==> src/core/ptf_defines.vh <==
// register map, reset values and field positions of the port B/C pin function logic
// Overview of operation
// port B bit 3 direction always from software
// port B bit 3 function drives compare output 1
// port B bit 4 function drives compare output 2
// port B bit 5 function output tied low
// port B bits 6, 7 unbonded, bits still exist
// bits 6, 7 flags changed only by software
// each port B bit has enable, flag, edge
// port C bit 0 function: input to slave enable
// port C bit 4 function: output transmit data
// port C bit 5 function: input receive data
// port C bits 6, 7 function: input, low
// asynchronous mode forces serial clock pin input
// slave mode shifts on external clock
// master mode drives shift clock on pin
// select picks software or peripheral; input follows pin
// port C has no interrupt bits
`ifndef PTF_DEFINES_VH
`define PTF_DEFINES_VH

// ----------------------------------------------------------------------
// register byte offsets
// ----------------------------------------------------------------------
`define PTF_OFF_B_IN 6'h00
`define PTF_OFF_B_OUT 6'h04
`define PTF_OFF_B_DIR 6'h08
`define PTF_OFF_B_SEL 6'h0c
`define PTF_OFF_B_FLAG 6'h10
`define PTF_OFF_B_IRQ_EN 6'h14
`define PTF_OFF_B_EDGE 6'h18
`define PTF_OFF_B_FLAG_SET 6'h1c
`define PTF_OFF_C_IN 6'h20
`define PTF_OFF_C_OUT 6'h24
`define PTF_OFF_C_DIR 6'h28
`define PTF_OFF_C_SEL 6'h2c
`define PTF_OFF_CTRL 6'h30

// ----------------------------------------------------------------------
// reset values and fields
// ----------------------------------------------------------------------
`define PTF_RST_BYTE 8'h00
`define PTF_RST_CTRL 2'h0
`define PTF_CTRL_SYNC_BIT 0
`define PTF_CTRL_MASTER_BIT 1
// port B bits that live in this block
`define PTF_B_MASK 8'hf8
// port B bits that have a pin
`define PTF_B_PIN_MASK 8'h38
`define PTF_B_SW_ONLY_MASK 8'hc0

`endif

==> src/core/ptf_pin_logic.v <==
// pin function logic for port B bits 3..7 and port C, with Avalon-MM registers
`timescale 1ns/1ns
`include "ptf_defines.vh"
module ptf_pin_logic #(
  parameter ADDR_WIDTH = 6
) (
  // clock, reset, enable
  input wire clock,
  input wire rst_b,
  input wire ce,
  // avalon-mm slave
  input wire [ADDR_WIDTH-1:0] address,
  input wire read,
  input wire write,
  input wire [31:0] writedata,
  input wire [3:0] byteenable,
  output reg [31:0] readdata,
  output wire waitrequest,
  // interrupt
  output wire irq,
  // port B pins, bits 3..5 (6 and 7 are unbonded)
  input wire [5:3] portBPinIn,
  output reg [5:3] portBPinOut,
  output reg [5:3] portBPinOe,
  // port C pins
  input wire [7:0] portCPinIn,
  output reg [7:0] portCPinOut,
  output reg [7:0] portCPinOe,
  // timer compare outputs
  input wire timerCompareOut1,
  input wire timerCompareOut2,
  // serial interface
  input wire serialTransmitData,
  input wire serialShiftClockOut,
  output reg serialSlaveTransmitEnable,
  output reg serialReceiveData,
  output reg serialShiftClockIn,
  // serial mode as seen by the pins
  output wire serialSyncMode,
  output wire serialMaster
);
  // ----------------------------------------------------------------------
  // reset release
  // ----------------------------------------------------------------------
  reg rstMeta_reg;
  reg rstDone_reg;
  wire resetB;

  // runs regardless of ce so reset can always be released
  always @(posedge clock or negedge rst_b) begin
    if (!rst_b) begin
      rstMeta_reg <= 1'b0;
      rstDone_reg <= 1'b0;
    end else begin
      rstMeta_reg <= 1'b1;
      rstDone_reg <= rstMeta_reg;
    end
  end

  assign resetB = rstDone_reg;

  // ----------------------------------------------------------------------
  // helpers
  // ----------------------------------------------------------------------
  // software value or peripheral value, by function select
  function pinMux;
    input sel;
    input swVal;
    input modVal;
    begin
      pinMux = sel ? modVal : swVal;
    end
  endfunction

  function regHit;
    input [ADDR_WIDTH-1:0] addr;
    input [5:0] offset;
    begin
      regHit = (addr[5:2] == offset[5:2]);
    end
  endfunction

  // ----------------------------------------------------------------------
  // registers
  // ----------------------------------------------------------------------
  reg [7:0] bOut_reg;
  reg [7:0] bDir_reg;
  reg [7:0] bSel_reg;
  reg [7:0] bFlag_reg;
  reg [7:0] bIrqEn_reg;
  reg [7:0] bEdge_reg;
  reg [7:0] cOut_reg;
  reg [7:0] cDir_reg;
  reg [7:0] cSel_reg;
  reg [1:0] ctrl_reg;
  reg ack_reg;
  reg [7:0] bFlag_next;
  reg [31:0] readdata_next;

  wire access;
  wire wrStrobe;
  wire [7:0] wrByte;
  wire [7:0] bInValue;
  wire [7:0] cInValue;
  wire [7:0] bHwSet;

  // one wait cycle: request seen, answer on the next edge
  assign access = (read | write) & ~ack_reg;
  assign waitrequest = (read | write) & ~ack_reg;
  assign wrStrobe = write & ack_reg & byteenable[0];
  assign wrByte = writedata[7:0];

  // ----------------------------------------------------------------------
  // pin synchronisers
  // ----------------------------------------------------------------------
  wire [10:0] pinLevel;
  wire [10:0] pinRise;
  wire [10:0] pinFall;

  ptf_pin_sync #(
    .WIDTH(11)
  ) pinSync (
    .clock(clock),
    .resetB(resetB),
    .ce(ce),
    .pinRaw({portCPinIn, portBPinIn}),
    .level_reg(pinLevel),
    .rise(pinRise),
    .fall(pinFall)
  );

  // unbonded bits read zero: there is nothing to sample
  assign bInValue = {2'b00, pinLevel[2:0], 3'b000};
  assign cInValue = pinLevel[10:3];

  // ----------------------------------------------------------------------
  // interrupt flags
  // ----------------------------------------------------------------------
  // edge select low catches rising, high catches falling; only pinned bits
  // see hardware edges, so bits 6 and 7 move only by software
  assign bHwSet = {2'b00,
    (bEdge_reg[5:3] & pinFall[2:0]) | (~bEdge_reg[5:3] & pinRise[2:0]),
    3'b000};

  always @* begin
    bFlag_next = bFlag_reg;
    if (wrStrobe && regHit(address, `PTF_OFF_B_FLAG)) begin
      bFlag_next = bFlag_next & ~wrByte;
    end
    if (wrStrobe && regHit(address, `PTF_OFF_B_FLAG_SET)) begin
      bFlag_next = bFlag_next | wrByte;
    end
    // a hardware edge in the clearing cycle is kept
    bFlag_next = (bFlag_next | bHwSet) & `PTF_B_MASK;
  end

  // port C has no flag logic at all
  assign irq = |(bFlag_reg & bIrqEn_reg);

  // ----------------------------------------------------------------------
  // register writes
  // ----------------------------------------------------------------------
  always @(posedge clock or negedge resetB) begin
    if (!resetB) begin
      bOut_reg <= `PTF_RST_BYTE;
      bDir_reg <= `PTF_RST_BYTE;
      bSel_reg <= `PTF_RST_BYTE;
      bFlag_reg <= `PTF_RST_BYTE;
      bIrqEn_reg <= `PTF_RST_BYTE;
      bEdge_reg <= `PTF_RST_BYTE;
      cOut_reg <= `PTF_RST_BYTE;
      cDir_reg <= `PTF_RST_BYTE;
      cSel_reg <= `PTF_RST_BYTE;
      ctrl_reg <= `PTF_RST_CTRL;
      ack_reg <= 1'b0;
      readdata <= 32'h00000000;
    end else if (ce) begin
      ack_reg <= access;
      if (access) begin
        readdata <= readdata_next;
      end
      bFlag_reg <= bFlag_next;
      if (wrStrobe) begin
        if (regHit(address, `PTF_OFF_B_OUT)) begin
          bOut_reg <= wrByte & `PTF_B_MASK;
        end
        if (regHit(address, `PTF_OFF_B_DIR)) begin
          bDir_reg <= wrByte & `PTF_B_MASK;
        end
        if (regHit(address, `PTF_OFF_B_SEL)) begin
          bSel_reg <= wrByte & `PTF_B_MASK;
        end
        if (regHit(address, `PTF_OFF_B_IRQ_EN)) begin
          bIrqEn_reg <= wrByte & `PTF_B_MASK;
        end
        if (regHit(address, `PTF_OFF_B_EDGE)) begin
          bEdge_reg <= wrByte & `PTF_B_MASK;
        end
        if (regHit(address, `PTF_OFF_C_OUT)) begin
          cOut_reg <= wrByte;
        end
        if (regHit(address, `PTF_OFF_C_DIR)) begin
          cDir_reg <= wrByte;
        end
        if (regHit(address, `PTF_OFF_C_SEL)) begin
          cSel_reg <= wrByte;
        end
        if (regHit(address, `PTF_OFF_CTRL)) begin
          ctrl_reg <= wrByte[1:0];
        end
      end
    end
  end

  // ----------------------------------------------------------------------
  // read mux
  // ----------------------------------------------------------------------
  always @* begin
    readdata_next = 32'h00000000;
    case (address[5:2])
      4'h0: readdata_next[7:0] = bInValue;
      4'h1: readdata_next[7:0] = bOut_reg;
      4'h2: readdata_next[7:0] = bDir_reg;
      4'h3: readdata_next[7:0] = bSel_reg;
      4'h4: readdata_next[7:0] = bFlag_reg;
      4'h5: readdata_next[7:0] = bIrqEn_reg;
      4'h6: readdata_next[7:0] = bEdge_reg;
      4'h8: readdata_next[7:0] = cInValue;
      4'h9: readdata_next[7:0] = cOut_reg;
      4'ha: readdata_next[7:0] = cDir_reg;
      4'hb: readdata_next[7:0] = cSel_reg;
      4'hc: readdata_next[1:0] = ctrl_reg;
      default: readdata_next = 32'h00000000;
    endcase
  end

  // ----------------------------------------------------------------------
  // pin drive
  // ----------------------------------------------------------------------
  assign serialSyncMode = ctrl_reg[`PTF_CTRL_SYNC_BIT];
  assign serialMaster = ctrl_reg[`PTF_CTRL_MASTER_BIT];

  reg [5:3] bPinOut_next;
  reg [5:3] bPinOe_next;
  reg [7:0] cPinOut_next;
  reg [7:0] cPinOe_next;

  always @* begin
    // port B: direction never comes from the peripheral
    bPinOe_next = bDir_reg[5:3];
    bPinOut_next[3] = pinMux(bSel_reg[3], bOut_reg[3], timerCompareOut1);
    bPinOut_next[4] = pinMux(bSel_reg[4], bOut_reg[4], timerCompareOut2);
    bPinOut_next[5] = pinMux(bSel_reg[5], bOut_reg[5], 1'b0);

    // port C default: software control, peripheral source low
    cPinOe_next = cDir_reg;
    cPinOut_next = cOut_reg & ~cSel_reg;
    if (cSel_reg[0]) begin
      cPinOe_next[0] = 1'b0;
    end
    if (cSel_reg[3]) begin
      // clock pin is output only as synchronous master
      cPinOe_next[3] = serialSyncMode & serialMaster;
      cPinOut_next[3] = pinMux(cSel_reg[3], cOut_reg[3], serialShiftClockOut);
    end
    if (cSel_reg[4]) begin
      cPinOe_next[4] = 1'b1;
      cPinOut_next[4] = pinMux(cSel_reg[4], cOut_reg[4], serialTransmitData);
    end
    if (cSel_reg[5]) begin
      cPinOe_next[5] = 1'b0;
    end
    if (cSel_reg[6]) begin
      cPinOe_next[6] = 1'b0;
    end
    if (cSel_reg[7]) begin
      cPinOe_next[7] = 1'b0;
    end
  end

  // ----------------------------------------------------------------------
  // registered pin and peripheral outputs
  // ----------------------------------------------------------------------
  // registering costs one cycle on peripheral paths but keeps pins glitch free
  always @(posedge clock or negedge resetB) begin
    if (!resetB) begin
      portBPinOut <= 3'h0;
      portBPinOe <= 3'h0;
      portCPinOut <= 8'h00;
      portCPinOe <= 8'h00;
      serialSlaveTransmitEnable <= 1'b0;
      serialReceiveData <= 1'b1;
      serialShiftClockIn <= 1'b0;
    end else if (ce) begin
      portBPinOut <= bPinOut_next;
      portBPinOe <= bPinOe_next;
      portCPinOut <= cPinOut_next;
      portCPinOe <= cPinOe_next;
      serialSlaveTransmitEnable <= cSel_reg[0] & cInValue[0];
      // idle line level is high when the function is not selected
      serialReceiveData <= cSel_reg[5] ? cInValue[5] : 1'b1;
      // external clock feeds the shifter when the clock function is selected, unless we are the synchronous master
      serialShiftClockIn <= cSel_reg[3] & ~(serialSyncMode & serialMaster)
        & cInValue[3];
    end
  end
endmodule

==> src/core/ptf_pin_sync.v <==
// three-stage pin synchroniser with agreement filter and edge pulses
`timescale 1ns/1ns
module ptf_pin_sync #(
  parameter WIDTH = 11
) (
  // clock and reset
  input wire clock,
  input wire resetB,
  input wire ce,
  // raw pins
  input wire [WIDTH-1:0] pinRaw,
  // filtered level and edges
  output reg [WIDTH-1:0] level_reg,
  output wire [WIDTH-1:0] rise,
  output wire [WIDTH-1:0] fall
);
  reg [WIDTH-1:0] stage1_reg;
  reg [WIDTH-1:0] stage2_reg;
  reg [WIDTH-1:0] stage3_reg;
  reg [WIDTH-1:0] levelPrev_reg;
  reg [WIDTH-1:0] level_next;
  integer i;

  // ----------------------------------------------------------------------
  // stage 1 feeds only stage 2
  // ----------------------------------------------------------------------
  always @(posedge clock or negedge resetB) begin
    if (!resetB) begin
      stage1_reg <= {WIDTH{1'b0}};
      stage2_reg <= {WIDTH{1'b0}};
      stage3_reg <= {WIDTH{1'b0}};
      level_reg <= {WIDTH{1'b0}};
      levelPrev_reg <= {WIDTH{1'b0}};
    end else if (ce) begin
      stage1_reg <= pinRaw;
      stage2_reg <= stage1_reg;
      stage3_reg <= stage2_reg;
      level_reg <= level_next;
      levelPrev_reg <= level_reg;
    end
  end

  // a change counts only once stages 2 and 3 agree
  always @* begin
    level_next = level_reg;
    for (i = 0; i < WIDTH; i = i + 1) begin
      if (stage2_reg[i] == stage3_reg[i]) begin
        level_next[i] = stage3_reg[i];
      end
    end
  end

  assign rise = level_reg & ~levelPrev_reg;
  assign fall = ~level_reg & levelPrev_reg;
endmodule

==> config.mk <==
export PLATFORM = sky130hd
export DESIGN_NAME = ptf_pin_logic
export DESIGN_NICKNAME = d
export VERILOG_FILES = /design/src/core/ptf_pin_logic.v /design/src/core/ptf_pin_sync.v
export VERILOG_INCLUDE_DIRS = /design/src /design/src/core
export SDC_FILE = /design/constraint.sdc
export NUM_CORES = 1
export LEC_CHECK = 0
export BUFFER_PORTS_ARGS = -buffer_cell sky130_fd_sc_hd__buf_2
export CAP_MARGIN = 10
export CORE_MARGIN = 2
export CORE_UTILIZATION = 40
export CTS_BUF_LIST = sky130_fd_sc_hd__clkbuf_16
export DETAILED_ROUTE_END_ITERATION = 7
export PLACE_DENSITY = 0.64
export SYNTH_ARGS = -nofsm -noshare
export SYNTH_HDL_FRONTEND = slang
export SYNTH_HIERARCHICAL = 1
export SYNTH_SLANG_ARGS = --single-unit
==> constraint.sdc <==
create_clock -name clock -period 8.8 [get_ports clock]
set_input_delay 0.44 -clock clock [delete_from_list [all_inputs] [get_ports clock]]
set_output_delay 0.44 -clock clock [all_outputs]
set_load 0.01 [all_outputs]
==> impl.org, run 1 <==
** Placement
- Dpl hpwl :: 10000 um
- In this run the tool buffered the top-level ports with 69 buffer cells.
- GPL Wtd Cong :: 0.881
- Number of placed cells counting well taps :: 818
- Minimum setup slack after placement :: 6.13 ns
- Summing all placed instances gives a cell area of 0.00689 mm2.

** Die
- Std-Cell Core Area :: 0.0159 mm2
- From bottom edge to top edge, the die measures 132 um.
- The die covers 0.0174 mm2.
- Pin placement for this block handled 123 I/O pins.
- Effective utilization at floorplan :: 41.2%
- After floorplanning, the core was divided into 46 placement rows.
- From left edge to right edge, the die measures 132 um.

** Timing
- After layout, the worst path uses 25.4% of the clock period.
- Setup violations remaining at the end of the flow were counted as 0.
- Worst relative slew slack :: 38.2%
- Setup repair after global routing left no endpoint under its margin.
- Min cycle time layout :: 2.24 ns
- For the pin with the worst max-slew slack, the measured transition is 0.921 ns.
- Final Hold Fails :: 0
- Across the routed clock network, the largest skew measured is 0.00703 ns.
- Worst hold slack across all endpoints :: 0.214 ns
- F_max :: 447 MHz
- The max-slew violation count is 0.
- Total negative slack for setup checks :: 0 ns
- Once routing completed, OpenROAD measured the worst setup slack at 6.56 ns.

** Pwr
- Pleak :: 3.47 nW
- In this run the power density over the cells is 232 mW/mm2.
- After layout, the design draws a total of 1.75 mW.
- VDD IR max :: 143 uV

** Global routing
- The via count of the first global-routing pass is 4434.
- Global-route usage over all layers :: 17.8%
- Wire length of the first global-routing pass :: 24000 um
- Entering global routing, the biggest net connects 87 pins.
- Global routing finished with a remaining overflow of 0.
- Antenna violations before repair :: 1

** Detailed routing
- The first TritonRoute pass finished after 4 iterations.
- The routed layout has 4370 vias.
- After detailed routing, the average wire length per cell comes to 17.2 um.
- Starting DRT DRC Count :: 218
- In this run the remaining antenna-violating nets after routing total 0.
- After detailed routing, the number of vias per cell comes to 5.13.
- In the routed design, unresolved DRC markers number 0.
- Routed Wire Length :: 14600 um

** Final layout
- Share of the core filled with cells in the final layout :: 47.2%
- The number of antenna diodes in the final layout is 0.
- Excluding fillers, the count of instances in the completed layout stands at 852.
- Proportion of layout cells with a drive suffix above 1 :: 32.1%
- Non-Filler Cell Area, Final :: 0.00753 mm2
- Compared with the post-synthesis result, the final layout area differs by 14.7%.
- Net count of the finished layout :: 685

** Clock tree
- Clock-pin slew of the registers on the worst-case setup and hold paths :: 0.06 ns
- Clock tree synthesis inserted a total of 17 buffers.
- Clock insertion delay at the later pin of the skew report :: 0.43 ns
- Clock sink count :: 139
- CTS tree :: done
- Clock Root Buffer :: clkbuf_16
- Htree depth :: 4
- The longest clock path from root to sink contains 2 buffers.

** Job
- The tool flagged a number of max-cap violations equal to 0.

** Setup path
- Largest fanout on the critical path :: 39
- In this run the critical register-to-register path is launched from ack_reg.
- Kind of end point of the critical path :: flop
- At the worst endpoint, the arrival time is 2.55 ns.
- The critical path is of the in2reg type.
- Worst path max stage delay :: 0.78 ns
- Worst setup path startpoint :: address[3]
- Traced cell by cell, the critical path runs through buf_2 -> nand2_1 -> nor3_2 -> mux2_2.
- The worst setup path is launched from an input port.
- For the worst setup path, the data required time is 9.11 ns.
- On the critical path, the stage with the largest delay is an instance of nor3_2.

** Worst hold path
- Path class of the lowest-slack min-delay path :: reg2async

** Synthesis
- In this run the cell area of the synthesized design comes to 0.00656 mm2.
- Dividing the synthesized area by the synthesized cell count gives 11.6 um2.
- Yosys Warn Count :: 6
- Synthesis produced 565 cells.

** Outcome
- Status :: finished clean
routing by layer:
metal | track usage [%] | part of all wire, % | vias to the layer above
met5 | 0 | 0.082 | -
li1 | - | - | 2068
met1 | 23.7 | 46 | 2163
met4 | 7.67 | 1.6 | 2
met3 | 4.92 | 4.9 | 20
met2 | 27.4 | 48 | 117
critical path, delay by kind of cell:
family	cells	cell delay, ns
and+or+nand+nor	2	1.11
muxes	1	0.42
buffers and inverters	1	0.55
final timing paths:
path	slack, ns	end	depth (start not counted)
max reg2reg	6.78	cSel_reg[2]	3
min in group clock	0.24	pinSync/stage1_reg[2]	2
min reg2reg	0.21	pinSync/level_reg[9]	0
max	6.56	cSel_reg[2]	4
min	0.21	pinSync/level_reg[9]	0
max in group asynchronous	7.64	portCPinOut[0]	1
area by class of cell:
cell class	count	area [um2]
clock buffers	17	425
clock inverters	15	174
fillers	1456	8410
inverters	23	86.3
multi-input cells	369	2690
flip-flops and latches	139	3480
well taps	216	270
repair buffers	73	400
report_power, final:
group          internal [mW]  switching, mW  leakage (nW)
clock                  0.444          0.271         0.294
sequential             0.724         0.0789          1.77
combinational          0.117          0.113          1.41
placed cells by master, fill, tap and decap left out, types with 6 or more instances in the layout:
master	n
o2bb2ai_1	7
nand2_1	33
clkbuf_16	17
dfrtp_1	137
nor2b_1	19
a31oi_1	6
nand2b_1	18
a22o_1	10
mux2i_1	12
inv_1	23
nand3_1	8
a21oi_1	22
nand3b_1	8
conb_1	25
mux2_2	90
buf_2	68
nor2_1	23
a22oi_1	9
o21ai_0	33
repair_timing:
action,CTS,global route
setup buffers,0,0
endpoints found under the hold margin,2,0
hold buffers,1,0
gates resized for setup,0,0
Power figures use the tool's default switching activity.
==> run 2: changes to the inputs <==
- PLACE_DENSITY: 0.64 -> 0.67
- clock period: 8.8 -> 2 ns (I/O delays scaled with it)
==> run 2 against run 1 <==
Sequential power increased to 4.4 times the previous value. Critical path depth increased by 1. Sequential share of layout area decreased by 2.2 points. Sequential cell count unchanged. Highest routed layer is now met4. Non-clock buffer count increased by 46. Register-to-register slack got worse by 6.6 ns.
==> impl.org, run 2 (same netlist as run 1, synthesis figures left out) <==
** Timing
- Final Hold Fails :: 0 (unchanged)
- Counting I/O delays and the setup requirement, the final critical path takes 1.77 ns.
- The count of final setup violators is 0 (unchanged).
- The max-slew violation count is 0 (unchanged).
- The worst hold-check slack came to 0.0519 ns (was 0.214 ns).
- The final worst-path setup slack was 0.228 ns (was 6.56 ns).
- The slew at the pin with the worst max-slew slack is 0.544 ns (was 0.921 ns).
- The worst path uses 88.6% of the clock period.
- Setup repair after global routing missed its margin :: no (unchanged)
- The worst slew margin relative to its limit came to 63.7% (was 38.2%).
- F_max :: 564 MHz
- Total negative slack for setup checks :: 0 ns (unchanged)
- The setup clock skew after layout is 0.00716 ns (was 0.00703 ns).

** Final layout
- Proportion of layout cells with a drive suffix above 1 :: 32.8% (was 32.1%)
- The area of the multi-input gates came to 0.00269 mm2 (unchanged).
- The count of fill cells added during filler insertion was 1437 (was 1456).
- Most frequent cells in the layout :: dfrtp_1 (137), mux2_2 (90), buf_2 (68), nand2_1 (33), o21ai_0 (33) (unchanged)
- Net count of the finished layout :: 731 (was 685)
- The most frequent standard cell in the layout excluding fill and tap cells is dfrtp_1 (unchanged).
- Area growth syn-to-layout :: 20.3% (was 14.7%)
- The area occupied by registers was 0.00348 mm2 (unchanged).

** Detailed routing
- Count of nets left with antenna violations after detail routing :: 0 (unchanged)
- Routed Wire Length :: 15000 um (was 14600 um)
- The overall via count from detail_route is 4548 (was 4370).
- DRC viols :: 0 (unchanged)
- Number of search-and-repair iterations in the first detailed-routing pass :: 5 (was 4)
- Vias/cell :: 5.06 (was 5.13)
- The number of DRC markers in iteration 0 came to 283 (was 218).
- The wire length per cell came to 16.7 um (was 17.2 um).

** Clock tree
- Clock insertion delay at the later pin of the skew report :: 0.43 ns (about the same)
- The root cell of the clock tree is clkbuf_16 (unchanged).
- Clock sink count :: 139 (unchanged)
- Number of buffers created by CTS :: 17 (unchanged)
- The clock transition time at the flip-flop clock pins of the worst setup and hold paths came to 0.06 ns (about the same).
- Largest buffer count on any clock path :: 2 (unchanged)
- Total setup buffers inserted after CTS :: 0 (unchanged)
- Htree depth :: 4 (unchanged)
- CTS tree :: done (unchanged)

** Setup path
- The largest fanout on the critical path was 6 (was 39).
- The category of the critical setup timing path is reg2reg (was in2reg).
- Critical Path RT :: 2.31 ns (was 9.11 ns)
- Worst R2R Path Depth :: 5 (was 3)
- Kind of end point of the critical path :: flop (unchanged)
- Slack of the worst reg-to-reg path :: 0.23 ns (was 6.78 ns)
- Startpoint of the worst register-to-register path :: ack_reg (unchanged)
- Launching element type of the critical path :: flop (was input port)
- The capturing point of the worst reg2reg path was bOut_reg[3] (was cSel_reg[2]).
- The endpoint of the worst setup timing path is bOut_reg[3] (was cSel_reg[2]).
- The timing startpoint of the critical path is ack_reg (was address[3]).
- The arrival time of the worst setup path is 2.08 ns (was 2.55 ns).

** Die
- The die span in y was 132 um (unchanged).
- The die boundary width is 132 um (unchanged).
- The I/O pin total was 123 (unchanged).
- The row count was 46 (unchanged).
- The starting density of the core is 41.2% (unchanged).
- Floorplan die area :: 0.0174 mm2 (unchanged)
- The core outline area was 0.0159 mm2 (unchanged).

** Global routing
- The wire length of the first global-routing pass is 25000 um (was 24000 um).
- The number of antenna violations at the first check in global routing came to 1 (unchanged).
- The global routing met2 resource utilization was 28.7% (was 27.4%).
- The via count of the first global-routing pass was 4645 (was 4434).
- Global-route usage over all layers :: 18.4% (was 17.8%)
- Busiest grt layer :: met2 (unchanged)
- Routing usage on met3 :: 4.73% (was 4.92%)
- GRT met1 Usage :: 24.4% (was 23.7%)
- The global-route congestion overflow total is 0 (unchanged).
- Largest net degree at the start of global routing :: 67 (was 87)

** Placement
- The post-placement worst setup slack came to 0.253 ns (was 6.13 ns).
- The number of buffers inserted by port buffering is 69 (unchanged).
- Dpl hpwl :: 10800 um (was 10000 um)
- The last weighted congestion value of the routability-driven placer was 0.942 (was 0.881).

** Job
- The count of maximum capacitance violations came to 0 (unchanged).

** Outcome
- Status: finished clean (unchanged).

** Pwr
- Pleak :: 3.68 nW (was 3.47 nW)
- The post-layout total power was 7.53 mW (was 1.75 mW).
- The worst supply voltage drop on vdd was 636 uV (was 143 uV).
- Total power divided by cell area :: 953 mW/mm2 (was 232 mW/mm2)

** Worst hold path
- Path class of the lowest-slack min-delay path :: in2reg (was reg2async)
run 2: cell types whose count changed in the layout (fill, tap and decap cells not counted), sizes merged:
cell	previous run	this run
diode	0	1
clkinv	10	8
dlygate4sd3	1	20
buf	72	99
bufinv	3	2
inv	24	27
run 2: layout make-up:
cell class | count | area share (%)
Clock inverter | 15 | 1.49
Sequential cell | 139 | 44.1
Inverter | 23 | 1.09
Multi-Input combinational cell | 369 | 34.0
Tap cell | 216 | 3.42
Clock buffer | 17 | 5.39
Timing Repair Buffer | 119 | 10.4
Antenna cell | 1 | 0.0317
run 2: per-layer routing:
| layer | up-vias | share of wire (%) |
|---|---|---|
| met2 | 136 | 47 |
| met5 | - | 0 |
| li1 | 2159 | - |
| met3 | 28 | 4.8 |
| met1 | 2225 | 45 |
| met4 | 0 | 2.7 |
run 2: repair_timing:
action	CTS	global route
hold buffers	20	0
gates resized for setup	0	0
hold endpoints to repair	28	0
run 2: metrics by stage:
step                      area, um2  utilization (%)  cells
after floorplan                6650                -    588
after global placement         7150             44.9    846
after detailed placement       7150             44.9    846
after CTS                      7900             49.5    898
after global routing           7900             49.5    898
final                          7900             49.5    899
run 2: worst min path at each step:
stage,endpoint,cells after the start,from
floorplan,rstMeta_reg,0,rst_b
global placement,rstMeta_reg,1,rst_b
detailed placement,rstMeta_reg,1,rst_b
CTS,portBPinOut[4],3,timerCompareOut2
global route,cDir_reg[4],2,writedata[4]
finish,portBPinOut[4],3,timerCompareOut2
run 2: critical path, stage by stage, from the launching register on:
cell	delay, ns
dfrtp_1	0.40
nand4_2	0.27
nand2b_1	0.30
nor3_2	0.19
buf_4	0.17
mux2_2	0.33
run 2: power breakdown:
group,total [mW],internal [mW],switching [mW]
combinational,1.07,0.561,0.510
clock,2.92,1.78,1.14
sequential,3.53,3.19,0.347
total,7.53,5.53,2.00
==> run 3: changes to the inputs <==
- BUFFER_PORTS_ARGS: -buffer_cell sky130_fd_sc_hd__buf_2 -> -buffer_cell sky130_fd_sc_hd__clkbuf_2
- CTS_CLUSTER_SIZE: unset -> 30
- PLACE_DENSITY: 0.67 -> unset
==> run 3 against run 2 <==
Design area is 0.71% lower. Combinational power hardly changed. Hold slack worse by 0.036 ns. Largest cell class unchanged. Wire length is 1.4% lower. Register-to-register slack better by 0.07 ns. Critical path type unchanged. Power is 2.9% lower. Critical path depth stayed put. Clock power is 7% lower.
==> impl.org, run 3 (same netlist as run 1, synthesis figures left out) <==
** Clock tree
- Htree depth :: 4 (unchanged)
- The clock insertion delay at the later pin of the skew report came to 0.42 ns (was 0.43 ns).
- Clock Root Buffer :: clkbuf_16 (unchanged)
- The total CTS buffers was 17 (unchanged).
- The number of buffers between clock root and the deepest sink was 2 (unchanged).
- CTS tree :: done (unchanged)
- Total setup buffers inserted after CTS :: 0 (unchanged)
- The number of gates resized after CTS was 0 (unchanged).
- Clock-pin slew of the registers on the worst-case setup and hold paths :: 0.06 ns (about the same)
- The count of clock tree sinks came to 139 (unchanged).

** Setup path
- CP Cell Sequence: nand4_2 -> buf_4 -> nor4_4 -> buf_4 -> mux2_2 (was nand4_2 -> nand2b_1 -> nor3_2 -> buf_4 -> mux2_2).
- The buffer and inverter count on the worst path came to 2 (was 1).
- Cell with the largest stage delay on the worst path :: dfrtp_1 (unchanged)
- Critical Path RT :: 2.30 ns (was 2.31 ns)
- Startpoint of the worst register-to-register path :: ack_reg (unchanged)
- The stage delay of the slowest cell on the critical path came to 0.39 ns (was 0.40 ns).
- The category of the critical setup timing path is reg2reg (unchanged).
- Worst setup path startpoint :: ack_reg (unchanged)
- Kind of end point of the critical path :: flop (unchanged)
- The cell that appears most often on the critical path is buf_4.
- The arrival time of the worst setup path was 2.00 ns (was 2.08 ns).
- Largest fanout on the critical path :: 4 (was 6)
- Family of cells with the greatest summed delay on the critical path :: simple AND/OR/NAND/NOR gates (unchanged)
- Launching element type of the critical path :: flop (unchanged)

** Detailed routing
- The number of DRC markers in iteration 0 is 197 (was 283).
- Number of search-and-repair iterations in the first detailed-routing pass :: 5 (unchanged)
- The overall via count from detail_route was 4538 (was 4548).
- Count of nets left with antenna violations after detail routing :: 0 (unchanged)
- DRC viols :: 0 (unchanged)
- Detail-routed net length per standard cell :: 16.6 um (was 16.7 um)
- The wire length reported by the detailed router came to 14800 um (was 15000 um).
- The via density per instance came to 5.08 (was 5.06).

** Timing
- Setup repair after global routing missed its margin: no (unchanged).
- Min cycle time layout :: 1.70 ns (was 1.77 ns)
- The total negative slack was 0 ns (unchanged).
- The count of final setup violators was 0 (unchanged).
- The fmax is 589 MHz (was 564 MHz).
- The final hold violation count was 0 (unchanged).
- The max-slew violation count is 0 (unchanged).
- The setup clock skew after layout was 0.00570 ns (was 0.00716 ns).
- The final clock period utilization by the worst path came to 84.9% (was 88.6%).
- The worst slew margin relative to its limit was 54.7% (was 63.7%).
- The slew at the pin with the worst max-slew slack was 0.679 ns (was 0.544 ns).

** Die
- The die span in y came to 132 um (unchanged).
- Ports placed on the boundary :: 123 (unchanged)
- Width of the die :: 132 um (unchanged)
- Std cell rows :: 46 (unchanged)
- The die footprint was 0.0174 mm2 (unchanged).
- Effective utilization at floorplan :: 41.2% (unchanged)
- The core outline area was 0.0159 mm2 (unchanged).

** Final layout
- The fraction of final layout cells with drive strength greater than 1 was 33.5% (was 32.8%).
- Most frequent standard cell in the layout excluding fill and tap cells :: dfrtp_1 (unchanged)
- Fill cell count :: 1504 (was 1437)
- Antenna diode count :: 0 (was 1)
- Net count of the finished layout :: 726 (was 731)
- Most frequent cells in the layout: dfrtp_1 (137), mux2_2 (90), clkbuf_2 (68), nand2_1 (33), o21ai_0 (33) (was dfrtp_1 (137), mux2_2 (90), buf_2 (68), nand2_1 (33), o21ai_0 (33)).
- Area growth syn-to-layout :: 19.5% (was 20.3%)

** Outcome
- Status :: finished clean (unchanged)

** Placement
- The HPWL reported at the end of detailed placement is 10600 um (was 10800 um).
- The last weighted congestion value of the routability-driven placer is 0.907 (was 0.942).
- The number of buffers inserted by port buffering came to 69 (unchanged).

** Global routing
- The number of antenna violations at the first check in global routing came to 0 (was 1).
- The global routing usage summed across all routing layers came to 17.8% (was 18.4%).
- The largest net degree at the start of global routing is 66 (was 67).
- The global-route congestion overflow total is 0 (unchanged).
- The wire length of the first global-routing pass was 24300 um (was 25000 um).
- Vias in the first global route :: 4486 (was 4645)

** Worst hold path
- The class of the most critical hold timing path is in2reg (unchanged).
- The source of the worst hold timing path was timerCompareOut2 (unchanged).

** Pwr
- Final Power :: 7.31 mW (was 7.53 mW)
- The total power per unit cell area is 932 mW/mm2 (was 953 mW/mm2).
- The leakage power came to 3.63 nW (was 3.68 nW).
- VDD IR max :: 622 uV (was 636 uV)

** Job
- The count of maximum capacitance violations was 0 (unchanged).
## run 3: changes by cell type in the layout (fill, tap and decap cells not counted), moves of 3 or more
| cell | previous run | this run |
|---|---|---|
| buf_2 | 68 | 0 |
| clkbuf_2 | 0 | 68 |
| buf_4 | 27 | 23 |
| clkinv_2 | 4 | 8 |
| inv_1 | 27 | 23 |
| dlygate4sd3_1 | 20 | 17 |
## run 3: worst min-delay path: stages
cell,delay [ns]
clkbuf_2,0.08
mux2i_1,0.07
a21oi_1,0.14
## run 3: final cells by class
| type | instances | area [um2] | share of cell area [%] |
|---|---|---|---|
| multi-input combinational | 369 | 2690 | 34.3 |
| inverter | 23 | 86.3 | 1.10 |
| sequential | 139 | 3480 | 44.4 |
| clock inverter | 15 | 83.8 | 1.07 |
| timing repair buffer | 114 | 803 | 10.2 |
| clock buffer | 17 | 425 | 5.43 |
| tap | 216 | 270 | 3.45 |
## run 3: path summary, 6_finish.rpt
kind,end,slack (ns),cells after the start
worst min-delay path,portBPinOut[4],0.02,3
worst max-delay path,bSel_reg[7],0.30,5
min in group asynchronous,pinSync/stage1_reg[1],0.22,0
worst max register to register,bSel_reg[7],0.30,5
max in group asynchronous,serialReceiveData,1.14,1
worst min register to register,pinSync/stage1_reg[1],0.22,0
## run 3: through the flow
step / cells / util [%] / hold slack (ns) / worst slack (ns) / area, um2
floorplan: 588 / - / -0.196 / 0.423 / 6650
global route: 893 / 49.2 / 0.0216 / 0.209 / 7840
CTS: 893 / 49.2 / 0.0151 / 0.289 / 7840
finish: 893 / 49.2 / 0.0164 / 0.302 / 7840
detailed placement: 844 / 44.9 / -0.113 / 0.265 / 7160
global placement: 844 / 44.9 / -0.113 / 0.284 / 7160
## run 3: repair_timing
item / CTS / global route
setup endpoints to repair: 0 / 0
hold endpoints to repair: 25 / 0
hold buffers: 17 / 0
## run 3: power breakdown
part           leakage, nW  internal [mW]  total, mW  switching [mW]
sequential            1.77           3.19       3.53           0.342
combinational         1.61          0.556       1.06           0.507
clock                0.254           1.55       2.72            1.17
## run 3: layer usage
metal | vias to the layer above | global-route usage (%) | routed length (um)
li1 | 2155 | - | -
met1 | 2240 | 24.3 | 7070
met2 | 127 | 27.6 | 6790
met3 | 16 | 4.46 | 727
met4 | 0 | 6.22 | 216
met5 | - | 0 | 0
